### config.mk
export PLATFORM = sky130hd
export DESIGN_NAME = sfc_context_ctrl
export DESIGN_NICKNAME = d
export VERILOG_FILES = /design/src/sfc_pkg.sv /design/src/sfc_context_ctrl.sv
export SDC_FILE = /design/constraint.sdc
export NUM_CORES = 1
export LEC_CHECK = 0
export ABC_AREA = 1
export BUFFER_PORTS_ARGS = -buffer_cell sky130_fd_sc_hd__buf_2
export CAP_MARGIN = 5
export CORE_MARGIN = 1
export CORE_UTILIZATION = 54
export DETAILED_ROUTE_END_ITERATION = 10
export PLACE_DENSITY = 0.95
export SYNTH_ARGS = -nofsm -noshare
export SYNTH_HDL_FRONTEND = slang
export SYNTH_SLANG_ARGS = --single-unit
### constraint.sdc
create_clock -name clock -period 2.2 [get_ports clock]
set_clock_uncertainty 0.2 [all_clocks]
set_input_delay 0.22 -clock clock [delete_from_list [all_inputs] [get_ports clock]]
set_output_delay 0.22 -clock clock [all_outputs]
set_load 0.03 [all_outputs]
### src/sfc_pkg.sv
// Package for the stage 2 context fault-record and control block.
// Assumes one clock domain and a simple strobe-based register port.
package sfc_pkg;

  // Register offsets (byte addresses on the register port)
  localparam logic [7:0] SFC_OFF_CTRL = 8'h00;
  localparam logic [7:0] SFC_OFF_IPA_LO = 8'h04;
  localparam logic [7:0] SFC_OFF_IPA_HI = 8'h08;
  localparam logic [7:0] SFC_OFF_FAR_LO = 8'h0c;
  localparam logic [7:0] SFC_OFF_FAR_HI = 8'h10;
  localparam logic [7:0] SFC_OFF_IRQ_STAT = 8'h14;
  localparam logic [7:0] SFC_OFF_IRQ_CLR = 8'h18;
  localparam logic [7:0] SFC_OFF_IRQ_EN = 8'h1c;

  // Control register field positions
  localparam int SFC_WA_LSB = 26;
  localparam int SFC_RA_LSB = 24;
  localparam int SFC_SH_LSB = 22;
  localparam int SFC_FB_BIT = 21;
  localparam int SFC_MA_LSB = 16;
  localparam int SFC_BSU_LSB = 14;
  localparam int SFC_PTW_BIT = 13;

  // Reset values
  localparam logic [31:0] SFC_CTRL_RST = 32'h0000_0000;
  localparam logic [63:0] SFC_ADDR_RST = 64'h0;
  localparam logic [2:0] SFC_IRQ_RST = 3'h0;

  // Granule-dependent low bound of the fault address field
  localparam int SFC_N_SMALL = 12;
  localparam int SFC_N_MEDIUM = 14;
  localparam int SFC_N_LARGE = 16;

  // Interrupt status bit positions
  localparam int SFC_IRQ_FAULT = 0;
  localparam int SFC_IRQ_WALKPROT = 1;
  localparam int SFC_IRQ_BCAST = 2;

  // Fault kinds reported by the walk logic
  typedef enum logic [2:0] {
    SFC_FK_TRANSLATION,
    SFC_FK_ACCESS,
    SFC_FK_EXTERNAL,
    SFC_FK_ADDRSIZE,
    SFC_FK_PERMISSION,
    SFC_FK_OTHER
  } sfc_fkind_e;

  // Fault report from the translation walk
  typedef struct packed {
    logic valid;
    sfc_fkind_e kind;
    logic combined_translation_flag;
    logic s1WalkFault;
    logic [63:0] inAddr;
    logic [63:0] ipa;
  } sfc_fault_s;

  // Maintenance request issued through this context
  typedef struct packed {
    logic valid;
    logic tlbOp;
    logic bpInvAll;
    logic icInvAll;
  } sfc_maint_s;

  // Attributes on a transaction
  typedef struct packed {
    logic [1:0] wAlloc;
    logic [1:0] rAlloc;
    logic [1:0] share;
    logic [3:0] memory_attribute_field;
  } sfc_attr_s;

endpackage : sfc_pkg
### src/sfc_context_ctrl.sv
// Stage 2 context bank: fault address capture, control register, attribute overrides.
// Assumes fault reports, attributes and walk checks come from logic on the same clock.
//
// Our own choices: the address map and the plain strobed port.
`timescale 1ns/100ps

// Summary of operation
// (RULE_01) Combined_translation_flag translation faulting at stage 2 captures the intermediate address.
// (RULE_02) Without combined_translation_flag support the register mirrors fault address; writes ignored.
// (RULE_03) Capture only on translation, access, external, address size faults.
// (RULE_04) Also capture on permission fault with combined_translation_flag and walk fault flags set.
// (RULE_05) Low bound is 12, 14 or 16 by granule support.
// (RULE_06) Address bits M-1..N held; bits 63..M read zero.
// (RULE_07) Storage covers larger of upstream and intermediate address size.
// (RULE_08) Write allocate field sets write hint when translation disabled.
// (RULE_09) Read allocate field sets read hint when translation disabled.
// (RULE_10) Shareability field sets shareability when translation disabled; code merges it with the previous step, stricter wins.
// (RULE_11) Stage 2 shareability merges with previous step, not replaces.
// (RULE_12) Force broadcast bit broadcasts TLB, predictor and icache maintenance.
// (RULE_13) Memory attribute field overrides when disabled, combined at stage 2.
// (RULE_14) Barrier upgrade sets minimum barrier shareability domain.
// (RULE_15) Protected walk faults stage 1 walks to Device memory.
// (RULE_16) Bits 20, 12, 11..9 reserved and read zero.
module sfc_context_ctrl #(
  parameter int ADDR_BITS = 48,
  parameter bit HAS_COMBINED_TRANSLATION_FLAG = 1'b1,
  parameter bit HAS_LONG_FMT = 1'b1,
  parameter bit GRAN_SMALL = 1'b1,
  parameter bit GRAN_MEDIUM = 1'b0,
  parameter bit HAS_WA = 1'b1,
  parameter bit HAS_RA = 1'b1,
  parameter bit HAS_SH = 1'b1,
  parameter bit HAS_BSU = 1'b1
) (
  // Clock and reset
  input wire logic clock,
  input wire logic nrst,
  // Register port
  input wire logic [7:0] regAddr,
  input wire logic [31:0] regWrData,
  input wire logic regWr,
  input wire logic regRd,
  output logic [31:0] regRdData,
  // Translation enable and fault report
  input wire logic transEnable,
  input wire sfc_pkg::sfc_fault_s faultIn,
  // Attributes
  input wire sfc_pkg::sfc_attr_s attrIn,
  input wire sfc_pkg::sfc_attr_s prevAttr,
  output sfc_pkg::sfc_attr_s attrOut,
  // Barriers
  input wire logic barrierValid,
  input wire logic [1:0] barrierDomain,
  output logic [1:0] barrierDomainOut,
  // Walk protection check
  input wire logic s1WalkAccess,
  input wire logic s2DeviceMem,
  output logic walkPermFault,
  // Maintenance
  input wire sfc_pkg::sfc_maint_s maintIn,
  output logic maintBroadcast,
  // Interrupt
  output logic irq
);
  import sfc_pkg::*;

  // Low bound of the captured field by granule support
  localparam int LOW_N = (!HAS_LONG_FMT || GRAN_SMALL) ? SFC_N_SMALL :
                         (GRAN_MEDIUM ? SFC_N_MEDIUM : SFC_N_LARGE); // [RULE_05]

  // Mask keeping bits ADDR_BITS-1 down to LOW_N
  function automatic logic [63:0] fieldMask();
    logic [63:0] m;
    m = '0;
    for (int i = 0; i < 64; i++) begin
      if (i >= LOW_N && i < ADDR_BITS) begin
        m[i] = 1'b1; // [RULE_06]
      end
    end
    return m;
  endfunction : fieldMask

  localparam logic [63:0] FMASK = fieldMask();

  // Writable control bits; reserved positions stay zero
  function automatic logic [31:0] ctrlMask();
    logic [31:0] m;
    m = '0;
    if (HAS_WA) m[SFC_WA_LSB +: 2] = 2'h3;
    if (HAS_RA) m[SFC_RA_LSB +: 2] = 2'h3;
    if (HAS_SH) m[SFC_SH_LSB +: 2] = 2'h3;
    m[SFC_FB_BIT] = 1'b1;
    m[SFC_MA_LSB +: 4] = 4'hf;
    if (HAS_BSU) m[SFC_BSU_LSB +: 2] = 2'h3;
    if (HAS_COMBINED_TRANSLATION_FLAG) m[SFC_PTW_BIT] = 1'b1;
    return m;
  endfunction : ctrlMask

  localparam logic [31:0] CMASK = ctrlMask();

  // Stricter of two shareability codes: outer 01 above inner 10 above non 00/11
  function automatic logic [1:0] shRank(input logic [1:0] s);
    unique case (s)
      2'h1: return 2'h2;
      2'h2: return 2'h1;
      default: return 2'h0;
    endcase
  endfunction : shRank

  function automatic logic [1:0] shMerge(input logic [1:0] a, input logic [1:0] b);
    return (shRank(a) >= shRank(b)) ? a : b;
  endfunction : shMerge

  // Allocation hint: default code keeps the transaction's own hint
  function automatic logic [1:0] allocSel(input logic [1:0] cfg, input logic [1:0] own);
    return (cfg == 2'h0) ? own : cfg; // [RULE_08] [RULE_09]
  endfunction : allocSel

  // Write strobe decode for one register offset
  function automatic logic wrHit(input logic wr, input logic [7:0] addr, input logic [7:0] off);
    return wr && addr == off;
  endfunction : wrHit

  logic [31:0] ctrl_ff;
  logic [63:0] ipa_ff;
  logic [63:0] far_ff;
  logic [2:0] irqStat_ff;
  logic [2:0] irqEn_ff;
  logic capture;
  logic [2:0] events;
  logic protHit;

  // Capture decision on a fault report
  always_comb begin
    capture = 1'b0;
    if (faultIn.valid && HAS_COMBINED_TRANSLATION_FLAG) begin
      unique case (faultIn.kind)
        SFC_FK_TRANSLATION, SFC_FK_ACCESS, SFC_FK_EXTERNAL, SFC_FK_ADDRSIZE: capture = 1'b1; // [RULE_01] [RULE_03]
        SFC_FK_PERMISSION: capture = faultIn.combined_translation_flag && faultIn.s1WalkFault; // [RULE_04]
        default: capture = 1'b0;
      endcase
    end
  end

  assign protHit = ctrl_ff[SFC_PTW_BIT] && s1WalkAccess && s2DeviceMem; // [RULE_15]
  assign events = {maintIn.valid && ctrl_ff[SFC_FB_BIT], protHit, capture};

  // Control register: reserved and unsupported fields masked off
  always_ff @(posedge clock or negedge nrst) begin
    if (!nrst) begin
      ctrl_ff <= SFC_CTRL_RST;
    end else if (wrHit(regWr, regAddr, SFC_OFF_CTRL)) begin
      ctrl_ff <= regWrData & CMASK; // [RULE_16] [RULE_08] [RULE_09] [RULE_10] [RULE_14]
    end
  end

  // Fault address register holds every input address on any fault
  always_ff @(posedge clock or negedge nrst) begin
    if (!nrst) begin
      far_ff <= SFC_ADDR_RST;
    end else if (faultIn.valid) begin
      far_ff <= faultIn.inAddr & FMASK;
    end else if (wrHit(regWr, regAddr, SFC_OFF_FAR_LO)) begin
      far_ff[31:0] <= regWrData & FMASK[31:0];
    end else if (wrHit(regWr, regAddr, SFC_OFF_FAR_HI)) begin
      far_ff[63:32] <= regWrData & FMASK[63:32];
    end
  end

  // Intermediate address register; storage spans the whole field width
  always_ff @(posedge clock or negedge nrst) begin
    if (!nrst) begin
      ipa_ff <= SFC_ADDR_RST;
    end else if (capture) begin
      ipa_ff <= faultIn.ipa & FMASK; // [RULE_01] [RULE_07]
    end else if (HAS_COMBINED_TRANSLATION_FLAG && wrHit(regWr, regAddr, SFC_OFF_IPA_LO)) begin
      ipa_ff[31:0] <= regWrData & FMASK[31:0];
    end else if (HAS_COMBINED_TRANSLATION_FLAG && wrHit(regWr, regAddr, SFC_OFF_IPA_HI)) begin
      ipa_ff[63:32] <= regWrData & FMASK[63:32];
    end
  end

  // Sticky status: a new event wins over a clear in the same cycle
  always_ff @(posedge clock or negedge nrst) begin
    if (!nrst) begin
      irqStat_ff <= SFC_IRQ_RST;
    end else if (wrHit(regWr, regAddr, SFC_OFF_IRQ_CLR)) begin
      irqStat_ff <= (irqStat_ff & ~regWrData[2:0]) | events;
    end else begin
      irqStat_ff <= irqStat_ff | events;
    end
  end

  always_ff @(posedge clock or negedge nrst) begin
    if (!nrst) begin
      irqEn_ff <= SFC_IRQ_RST;
    end else if (wrHit(regWr, regAddr, SFC_OFF_IRQ_EN)) begin
      irqEn_ff <= regWrData[2:0];
    end
  end

  // Interrupt level follows the enabled status held before this edge, one edge late
  always_ff @(posedge clock or negedge nrst) begin
    if (!nrst) begin
      irq <= 1'b0;
    end else begin
      irq <= |(irqStat_ff & irqEn_ff);
    end
  end

  // Read data, valid in the cycle after the read strobe
  always_ff @(posedge clock or negedge nrst) begin
    if (!nrst) begin
      regRdData <= 32'h0;
    end else if (regRd) begin
      unique case (regAddr)
        SFC_OFF_CTRL: regRdData <= ctrl_ff;
        SFC_OFF_IPA_LO: regRdData <= HAS_COMBINED_TRANSLATION_FLAG ? ipa_ff[31:0] : far_ff[31:0]; // [RULE_02]
        SFC_OFF_IPA_HI: regRdData <= HAS_COMBINED_TRANSLATION_FLAG ? ipa_ff[63:32] : far_ff[63:32]; // [RULE_02]
        SFC_OFF_FAR_LO: regRdData <= far_ff[31:0];
        SFC_OFF_FAR_HI: regRdData <= far_ff[63:32];
        SFC_OFF_IRQ_STAT: regRdData <= {29'h0, irqStat_ff};
        SFC_OFF_IRQ_EN: regRdData <= {29'h0, irqEn_ff};
        default: regRdData <= 32'h0;
      endcase
    end else begin
      regRdData <= 32'h0;
    end
  end

  // Attribute overrides when translation disabled (shareability still merged with previous step); else hints pass, share and attribute merge at stage 2
  always_ff @(posedge clock or negedge nrst) begin
    if (!nrst) begin
      attrOut <= '0;
    end else if (!transEnable) begin
      attrOut.wAlloc <= allocSel(ctrl_ff[SFC_WA_LSB +: 2], attrIn.wAlloc); // [RULE_08]
      attrOut.rAlloc <= allocSel(ctrl_ff[SFC_RA_LSB +: 2], attrIn.rAlloc); // [RULE_09]
      attrOut.share <= shMerge(prevAttr.share, ctrl_ff[SFC_SH_LSB +: 2]); // [RULE_10] [RULE_11]
      attrOut.memory_attribute_field <= ctrl_ff[SFC_MA_LSB +: 4]; // [RULE_13]
    end else begin
      attrOut.wAlloc <= attrIn.wAlloc;
      attrOut.rAlloc <= attrIn.rAlloc;
      attrOut.share <= shMerge(prevAttr.share, attrIn.share); // [RULE_11]
      // Simplified combine: stricter (lower) attribute code wins
      attrOut.memory_attribute_field <= (prevAttr.memory_attribute_field < attrIn.memory_attribute_field) ? prevAttr.memory_attribute_field : attrIn.memory_attribute_field; // [RULE_13]
    end
  end

  // Barrier domain raised to at least the configured minimum
  always_ff @(posedge clock or negedge nrst) begin
    if (!nrst) begin
      barrierDomainOut <= 2'h0;
    end else if (barrierValid) begin
      barrierDomainOut <= (ctrl_ff[SFC_BSU_LSB +: 2] > barrierDomain) ? ctrl_ff[SFC_BSU_LSB +: 2] :
                          barrierDomain; // [RULE_14]
    end
  end

  // Walk protection fault and broadcast pulses
  always_ff @(posedge clock or negedge nrst) begin
    if (!nrst) begin
      walkPermFault <= 1'b0;
      maintBroadcast <= 1'b0;
    end else begin
      walkPermFault <= protHit; // [RULE_15]
      maintBroadcast <= maintIn.valid && ctrl_ff[SFC_FB_BIT] &&
                        (maintIn.tlbOp || maintIn.bpInvAll || maintIn.icInvAll); // [RULE_12]
    end
  end
endmodule : sfc_context_ctrl

==> results of run 1 <==
[placed cells by master, fill, tap and decap left out, types with 10 or more instances in the layout]
cell	instances
a21oi_1	21
clkbuf_16	17
nand2_1	408
dfrtp_1	138
nand2_2	13
o21ai_1	20
dlygate4sd3_1	139
nor2_1	38
buf_4	16
ha_1	10
o21ai_0	43
nand3b_1	11
nand3_1	87
buf_2	192
inv_1	69
[per-layer routing]
| layer | wire length [um] | share of wire [%] | track usage [%] |
|---|---|---|---|
| met5 | 13 | 0.043 | 1.11 |
| met4 | 2870 | 9.5 | 33.8 |
| met3 | 3830 | 13 | 15.8 |
| met2 | 13700 | 46 | 72.5 |
| met1 | 9630 | 32 | 53.0 |
[where the power goes]
| group | leakage (uW) | switching [uW] | internal [uW] |
|---|---|---|---|
| registers | 0.00179 | 152 | 2770 |
| clock network | 0.000281 | 1150 | 1800 |
| logic | 0.00349 | 685 | 504 |
[stage by stage]
stage                     hold WS (ns)  area, um^2  worst slack [ns]  utilization [%]
after floorplan                 -0.276        7160             0.683                -
after global placement          0.0222        8250             0.271             64.6
after detailed placement        0.0269        8250             0.211             64.6
after CTS                      0.00730       10300            0.0463             80.3
after global routing            0.0365       10300         -0.000631             80.3
final                          -0.0368       10300             0.110             80.4
[state kept, by name, summed over array words and instances, names as in the netlist, 2 cells and up]
register	count
far_ff	36
ipa_ff	36
regRdData	32
ctrl_ff	14
attrOut	10
irqEn_ff	3
irqStat_ff	3
barrierDomainOut	2
[synth_stat cells, types with 2 or more instances]
library cell / number / share of area [%]
nand2_2: 11 / 0.96
or2_2: 2 / 0.17
nand3b_1: 11 / 1.2
o21a_1: 6 / 0.63
buf_4: 12 / 1.3
nor2_4: 5 / 0.79
o211ai_1: 6 / 0.63
o21ai_1: 20 / 1.4
buf_2: 18 / 1.3
a21oi_1: 22 / 1.5
nor2_2: 2 / 0.17
buf_6: 5 / 0.79
nor2_1: 38 / 2.0
clkbuf_1: 7 / 0.37
o21ai_0: 43 / 3.0
inv_2: 3 / 0.16
a21oi_2: 2 / 0.24
dfrtp_1: 139 / 49
nand3_1: 87 / 6.1
nand2_4: 2 / 0.31
nand2_1: 410 / 21
inv_1: 70 / 3.7
nand4_1: 2 / 0.17
nand3_2: 2 / 0.28
mux2i_1: 5 / 0.70
ha_1: 10 / 1.7
[worst max-delay path: cells and delay by family]
kind,cells,cell delay (ns)
buffers and inverters,4,1.80
and+or+nand+nor,2,0.18
[path summary, 6_finish.rpt]
kind,slack (ns),endpoint,cells after the start,start
max,0.11,maintBroadcast,6,maintIn[0]
min,-0.04,attrOut[2],4,prevAttr[2]
max reg2reg,0.15,barrierDomainOut[0],8,ctrl_ff[15]
min reg2reg,0.29,ipa_ff[37],2,ipa_ff[37]
max in group asynchronous,1.00,ctrl_ff[15],3,nrst
min in group asynchronous,0.13,far_ff[18],2,nrst
[kinds of logic (layout without fill, tap and decap cells)]
| kind of cell | Yosys count | count (layout) |
|---|---|---|
| AO/OA/AOI/OAI | 100 | 100 |
| adder cells (fa/ha/maj) | 10 | 10 |
| buffers and inverters | 116 | 455 |
| flip-flops | 139 | 139 |
| multiplexers | 5 | 5 |
| other | 0 | 3 |
| AND/OR/NAND/NOR | 574 | 574 |
[layout make-up]
type,instances,share of cell area [%]
antenna,3,0.0731
clock buffer,19,4.32
clock inverter,12,1.45
inverter,73,2.67
multi-input combinational,689,30.8
sequential,139,33.9
tap,172,2.10
timing repair buffer,351,24.7
[timing repair]
action	in CTS	in global routing
setup endpoints to repair	0	7
resized for setup	0	8
setup buffers	0	0
hold endpoints to repair	175	0
hold buffers	142	0
==> impl_metrics.json, run 1 <==
{
  "ys_warn_count": 0,
  "clk_latency_ns": 0.43,
  "outcome": "finished with violations",
  "async_reset_ff_share_pct": 100,
  "synth_edf_count": 0,
  "syn_nets": 1162,
  "die_h_um": 117,
  "peakVddDrop_mv": 0.657,
  "final_nets": 1489,
  "ys_types": 30,
  "gr-usage-all-layers_pct": 46.3,
  "synth-main-ff-cell": "dfrtp_1",
  "io_pins": 255,
  "slew_violations": 0,
  "root_buffer": "clkbuf_16",
  "core-area_um2": 12800,
  "power.leakage_uw": 0.00555,
  "slew_headroom_pct": 55.0,
  "grt_pass1_wl_um": 46500,
  "dr.first_iter.drc_count": 1481,
  "cp_cell_sequence": "dlygate4sd3_1 > buf_2 > nor3_1 > dlygate4sd3_1 > nor2_1 > dlygate4sd3_1",
  "initial_core_util_pct": 56.1,
  "crit_type": "in2reg",
  "grt_pass1_vias": 8997,
  "wire_per_inst_um": 20.6,
  "gr-total-overflow": 0,
  "syn_inst": 944,
  "hold_violations": 2,
  "grt_max_degree": 62,
  "antenna_found_initial": 2,
  "setup_viol": 0,
  "ant_nets": 0,
  "drt_wl_total_um": 30000,
  "synth_area_per_cell_um2": 7.59,
  "start_kind": "input port",
  "multi_input_area_um2": 3160,
  "place_hpwl_um": 14000,
  "chipWidth_um": 117,
  "hold_path.class": "in2reg",
  "muxShareOfSynthArea_pct": 0.699,
  "synthAdderAreaFrac_pct": 1.75,
  "pwr_density_cell_nw_per_um2": 688,
  "worst_pin_slew_ns": 0.674,
  "clkTransAtPathRegs_ns": 0.06,
  "worst-path-max-fanout": 1,
  "power_uw": 7070,
  "rows": 41,
  "netlist_area_um2": 7160,
  "seq_area_frac_synth_pct": 48.6,
  "synth_top_family_by_area": "simple AND/OR/NAND/NOR gates",
  "worstPathArrival_ns": 2.19,
  "drive_gt1_share_pct": 21.6,
  "cts_tree": "built",
  "finalSetupTns_ns": 0,
  "critPathMaxStageDelay_ns": 0.59,
  "synth_compound_area_share_pct": 7.53,
  "drc": 0,
  "ys_ff_latch": 139,
  "cts_sinks": 139,
  "crit_top_cell": "dlygate4sd3_1",
  "dr_total_vias": 8930,
  "htreeDepth": 4,
  "drv_cap": 0,
  "vias_per_cell": 6.12,
  "post-route-min-period_ns": 2.09,
  "cp_slowest_cell": "dlygate4sd3_1",
  "synth_xor_area_share_pct": 0,
  "fmax_mhz": 479,
  "area_growth_pct": 43.3,
  "hold_slack_ns": -0.0368,
  "io_buffers": 194,
  "regArea_um2": 3480,
  "fin_crit_sh_pct": 95.0,
  "instances_no_fill": 1458,
  "endpoint_kind": "register",
  "gp_congestion": 0.854,
  "dp_cells": 1285,
  "yosys.area_share.simple_pct": 33.9,
  "cts_buffers": 17,
  "die_area_um2": 13700,
  "violations": "hold timing",
  "dr.pass1.iters": 7,
  "fill_cells": 675,
  "ctsLongestPathBuffers": 2,
  "cp_data_required_time_ns": 2.30
}
Power figures use the tool's default switching activity.
==> run 2: changes to the inputs <==
- CELL_PAD_IN_SITES_DETAIL_PLACEMENT: not set -> 0
- CELL_PAD_IN_SITES_GLOBAL_PLACEMENT: not set -> 1
- CORE_UTILIZATION: 54 -> 38
==> impl_metrics.json, run 2 (synthesis results as in run 1) <==
{
  "fin_ws_ns": 0.115,
  "crit_type": "reg2reg",
  "endpoint_kind": "register",
  "cp_data_required_time_ns": 2.35,
  "rows": 49,
  "p_sw_share_pct": 25.5,
  "peakVddDrop_mv": 0.512,
  "place_hpwl_um": 14600,
  "power.leakage_uw": 0.00561,
  "die_area_um2": 19400,
  "ctsLongestPathBuffers": 2,
  "cts_sinks": 139,
  "htreeDepth": 4,
  "dr.first_iter.drc_count": 497,
  "min_path_cells": 4,
  "clk_latency_ns": 0.41,
  "drv_cap": 0,
  "hold_path.class": "in2reg",
  "hold_path_startpoint": "faultIn[85]",
  "cts_tree": "built",
  "antenna_found_initial": 0,
  "fin_crit_sh_pct": 94.8,
  "cts_buffers": 17,
  "most-common-layout-cells": "409 x nand2_1, 192 x buf_2, 146 x dlygate4sd3_1",
  "wire_per_inst_um": 14.7,
  "drc": 0,
  "outcome": "finished clean",
  "num_antenna_cells": 0,
  "rsz0062_at_grt": "no",
  "area_growth_pct": 45.9,
  "fill_cells": 1636,
  "rrSetupSlack_ns": 0.12,
  "drt_wl_total_um": 22400,
  "dr_total_vias": 7476,
  "grt_pass1_vias": 7450,
  "start_kind": "register",
  "fmax_mhz": 480,
  "root_buffer": "clkbuf_16",
  "hold_slack_ns": 0.0210,
  "min_to": "far_ff[21]",
  "initial_core_util_pct": 39.3,
  "power_uw": 6960,
  "io_buffers": 194,
  "setup_viol": 0,
  "dpl_cell_area_um2": 8360,
  "combPwrFrac_pct": 16.0,
  "gr-usage-all-layers_pct": 23.9,
  "core-area_um2": 18200,
  "dr.pass1.iters": 5,
  "worst_pin_slew_ns": 0.528,
  "die_h_um": 139,
  "r2r_cells": 8,
  "postLayoutCellArea_um2": 10500,
  "ant_nets": 0,
  "slew_headroom_pct": 64.8,
  "final_nets": 1499,
  "clkTransAtPathRegs_ns": 0.06,
  "gr-total-overflow": 0,
  "pwr_density_cell_nw_per_um2": 665,
  "vias_per_cell": 4.91,
  "slew_violations": 0,
  "hold_violations": 0,
  "grt_max_degree": 68,
  "gp_congestion": 0.808,
  "chipWidth_um": 139,
  "p_switching_uw": 1770,
  "timing.rr.start": "ctrl_ff[15]",
  "clkPwrFrac_pct": 42.4,
  "worstPathArrival_ns": 2.23,
  "finalSetupTns_ns": 0,
  "place_ws_ns": 0.321,
  "r2r_end": "barrierDomainOut[0]",
  "post-route-min-period_ns": 2.08,
  "drive_gt1_share_pct": 21.6,
  "layout.cells.most_common": "nand2_1",
  "p_int_uw": 5180,
  "reg_top3": "far_ff x36, ipa_ff x36, regRdData x32",
  "worst-path-max-fanout": 3,
  "grt_pass1_wl_um": 36200,
  "io_pins": 255,
  "p_seq_share_pct": 41.6
}
## run 2: cell types whose count changed in the layout (fill, tap and decap cells not counted), moves of 2 or more
cell | previous run | this run
diode_2 | 3 | 0
dlygate4sd3_1 | 139 | 146
buf_4 | 16 | 18
clkinvlp_4 | 4 | 2
buf_12 | 2 | 4
## run 2: repair_timing
item	CTS	global route
resized for setup	0	6
hold buffers	146	0
setup endpoints to repair	0	5
hold endpoints to repair	158	0
buffers inserted	0	1
## run 2: critical path, stage by stage, from the launching register on
cell	delay, ns
dfrtp_2	0.39
inv_1	0.05
ha_1	0.31
o22ai_2	0.20
nand2_1	0.07
o21ai_1	0.10
nand2_1	0.06
dlygate4sd3_1	0.56
nand2_1	0.08
## run 2: final cells by class
type | count | area, um^2 | area share (%)
clock buffers | 19 | 433 | 4.14
well taps | 229 | 287 | 2.74
inverters | 73 | 274 | 2.62
repair buffers | 361 | 2650 | 25.3
flip-flops and latches | 139 | 3480 | 33.3
clock inverters | 12 | 173 | 1.65
multi-input cells | 689 | 3160 | 30.2
## run 2: how the worst max path moves through the flow
stage	startpoint	cells after the start	to	slack [ns]
final	ctrl_ff[15]	8	barrierDomainOut[0]	0.12
after global placement	regAddr[7]	9	ipa_ff[13]	0.37
after detailed placement	regAddr[4]	9	ipa_ff[12]	0.32
after CTS	attrIn[2]	10	attrOut[2]	0.05
after global routing	attrIn[2]	12	attrOut[1]	0.01
after floorplan	ctrl_ff[23]	7	attrOut[4]	0.68
## run 2: metal layers
metal	share of wire, %	track usage [%]	wire length, um	vias to the layer above
met2	50	42.8	11200	295
met4	1.7	7.19	372	0
met1	42	28.5	9300	3508
met3	6.7	5.20	1500	30
li1	-	-	-	3643
met5	0	0	0	-
## run 2: power by group through the flow
stage	Clock [uW]	Sequential [uW]	Combinational [uW]
after floorplan	0	2940	463
after global placement	0	2930	840
after detailed placement	0	2930	863
after CTS	3000	2890	1100
after global routing	3120	2910	1250
final	2950	2890	1110
## run 2: per-stage QoR
| step | std cells | utilization, % |
|---|---|---|
| 5_1_grt | 1522 | 57.4 |
| 2_1_floorplan | 944 | - |
| 3_3_place_gp | 1344 | 45.9 |
| 6_report | 1522 | 57.4 |
| 3_5_place_dp | 1344 | 45.9 |
| 4_1_cts | 1521 | 57.3 |
==> run 3: changes to the inputs <==
- ABC_AREA: 1 -> not set
- CORE_UTILIZATION: 38 -> 41
==> impl_metrics.json, run 3 <==
{
  "outcome": "finished with violations",
  "violations": "hold timing",
  "antenna_found_initial": 2,
  "io_buffers": 194,
  "synth_most_common_cell": "dfrtp_1",
  "synth_area_per_cell_um2": 11.1,
  "io_pins": 255,
  "drt_wl_total_um": 23400,
  "start_kind": "input port",
  "crit_type": "in2reg",
  "grt_pass1_vias": 7148,
  "synth_area_leader_cell": "dfrtp_1",
  "worst-path-max-fanout": 4,
  "syn_inst": 616,
  "ys_top_cells_by_area": "dfrtp_1 51%, mux2_2 17%, nor2b_1 3.9%",
  "die_area_um2": 17200,
  "synth_xor_area_share_pct": 0,
  "hold_slack_ns": -0.0508,
  "cts_buffers": 17,
  "async_reset_ff_share_pct": 100,
  "chipWidth_um": 131,
  "muxShareOfSynthArea_pct": 19.9,
  "rrSetupSlack_ns": 0.31,
  "peakVddDrop_mv": 0.587,
  "ant_nets": 0,
  "cp_data_required_time_ns": 2.36,
  "pwr_density_cell_nw_per_um2": 649,
  "root_buffer": "clkbuf_16",
  "drc": 0,
  "syn_nets": 834,
  "r2r_cells": 6,
  "hold_path.class": "in2reg",
  "place_ws_ns": 0.136,
  "synthAdderAreaFrac_pct": 1.83,
  "yosys.area_share.simple_pct": 12.9,
  "timing.rr.start": "ctrl_ff[23]",
  "fin_crit_sh_pct": 99.2,
  "slew_violations": 0,
  "synth_compound_area_share_pct": 11.6,
  "reg_top3": "far_ff x36, ipa_ff x36, regRdData x32",
  "clk_latency_ns": 0.43,
  "worstPathArrival_ns": 2.35,
  "startpoint": "prevAttr[3]",
  "hold_violations": 3,
  "power_uw": 6940,
  "htreeDepth": 4,
  "setup_viol": 0,
  "final_nets": 1219,
  "initial_core_util_pct": 42.5,
  "endpoint_kind": "register",
  "layout.cells.most_common": "buf_2",
  "rows": 46,
  "ctsLongestPathBuffers": 2,
  "core-area_um2": 16100,
  "netlist_area_um2": 6850,
  "synth_edf_count": 0,
  "slew_headroom_pct": 50.8,
  "fin_ws_ns": 0.0179,
  "seq_area_frac_synth_pct": 50.7,
  "synth_top_family_by_area": "multiplexers",
  "fill_cells": 1136,
  "synthTopCellsByCount": "139 x dfrtp_1, 101 x mux2_2, 52 x nand2_1",
  "dp_cells": 1020,
  "drv_cap": 0,
  "dr_total_vias": 6741,
  "vias_per_cell": 5.47,
  "wire_per_inst_um": 19.0,
  "cts_sinks": 139,
  "ys_warn_count": 0,
  "instances_no_fill": 1233,
  "clkTransAtPathRegs_ns": 0.06,
  "dr.first_iter.drc_count": 475,
  "dr.pass1.iters": 5,
  "r2r_end": "attrOut[4]",
  "die_h_um": 131,
  "grt_pass1_wl_um": 36400,
  "gr-usage-all-layers_pct": 27.1,
  "cts_tree": "built",
  "worst_pin_slew_ns": 0.738,
  "power.leakage_uw": 0.00513,
  "place_hpwl_um": 13200,
  "ys_types": 42,
  "area_growth_pct": 55.9,
  "synth_top_area_share_pct": 50.7,
  "post-route-min-period_ns": 2.18,
  "ys_ff_latch": 139,
  "gp_congestion": 0.883,
  "grt_max_degree": 74,
  "endpoint": "attrOut[0]",
  "fmax_mhz": 458,
  "gr-total-overflow": 0,
  "most-common-layout-cells": "193 x buf_2, 164 x dlygate4sd3_1, 139 x dfrtp_1",
  "drive_gt1_share_pct": 37.9,
  "synth-main-ff-cell": "dfrtp_1"
}
## run 3: changes by cell type after synthesis, sizes merged, moves of 17 or more
cell    change
nand2     -371
mux2      +102
nand3      -76
inv        -65
o21ai      -60
nor2b      +43
a31oi      +42
a22oi      +24
buf        -22
clkbuf     +19
a21oi      +17
## run 3: critical path: stages
cell	delay [ns]
dlygate4sd3_1	0.54
buf_2	0.14
ha_2	0.40
and2_1	0.22
nand4_1	0.16
nand3_1	0.13
dlygate4sd3_1	0.54
## run 3: metrics by stage
stage	util (%)	setup TNS, ns	instance area (um^2)
after detailed placement	51.4	0	8280
final	66.3	0	10700
after CTS	65.9	0	10600
after global placement	51.4	0	8280
after floorplan	-	0	6850
after global routing	66.3	-0.0554	10700
## run 3: power by group
| group | total, uW | leakage, uW | internal [uW] | switching (uW) |
|---|---|---|---|---|
| logic | 1350 | 0.00314 | 780 | 567 |
| registers | 2890 | 0.00173 | 2770 | 121 |
| clock network | 2700 | 0.000261 | 1550 | 1150 |
| total | 6940 | 0.00513 | 5100 | 1840 |
## run 3: cells by family after synthesis
| logic type | Yosys count |
|---|---|
| AOI/OAI and AO/OA | 126 |
| adders and majority gates | 10 |
| buffers and inverters | 48 |
| DFF | 139 |
| muxes | 120 |
| and+or+nand+nor | 173 |
## run 3: final cells by class
type,instances,area (um^2),share of cell area (%)
antenna,3,7.51,0.0703
timing repair buffer,406,3110,29.1
clock buffer,17,425,3.98
inverter,8,30.0,0.281
sequential,139,3480,32.6
tap,216,270,2.53
multi-input combinational,429,3230,30.3
clock inverter,15,128,1.19
## run 3: how the worst min path moves through the flow
stage,cells past startpoint,slack (ns),endpoint,startpoint
detailed placement,1,-0.01,attrOut[8],nrst
global route,3,-0.004,ipa_ff[20],regWrData[20]
floorplan,0,-0.28,attrOut[0],nrst
global placement,1,-0.01,attrOut[9],nrst
finish,3,-0.05,ipa_ff[43],regWrData[11]
CTS,4,0.009,regRdData[1],regAddr[4]
## run 3: what timing repair did
item	4_1_cts	5_1_grt
setup buffers	0	7
endpoints found under the setup margin	0	21
endpoints found under the hold margin	246	1
hold buffers	179	1
resized for setup	0	17
## run 3: routing by layer
metal | track usage, % | vias to the layer above | wire [um]
met2 | 46.0 | 355 | 11800
met5 | 0 | - | 0
li1 | - | 2993 | -
met1 | 31.6 | 3292 | 9030
met3 | 5.17 | 101 | 1450
met4 | 17.0 | 0 | 1100
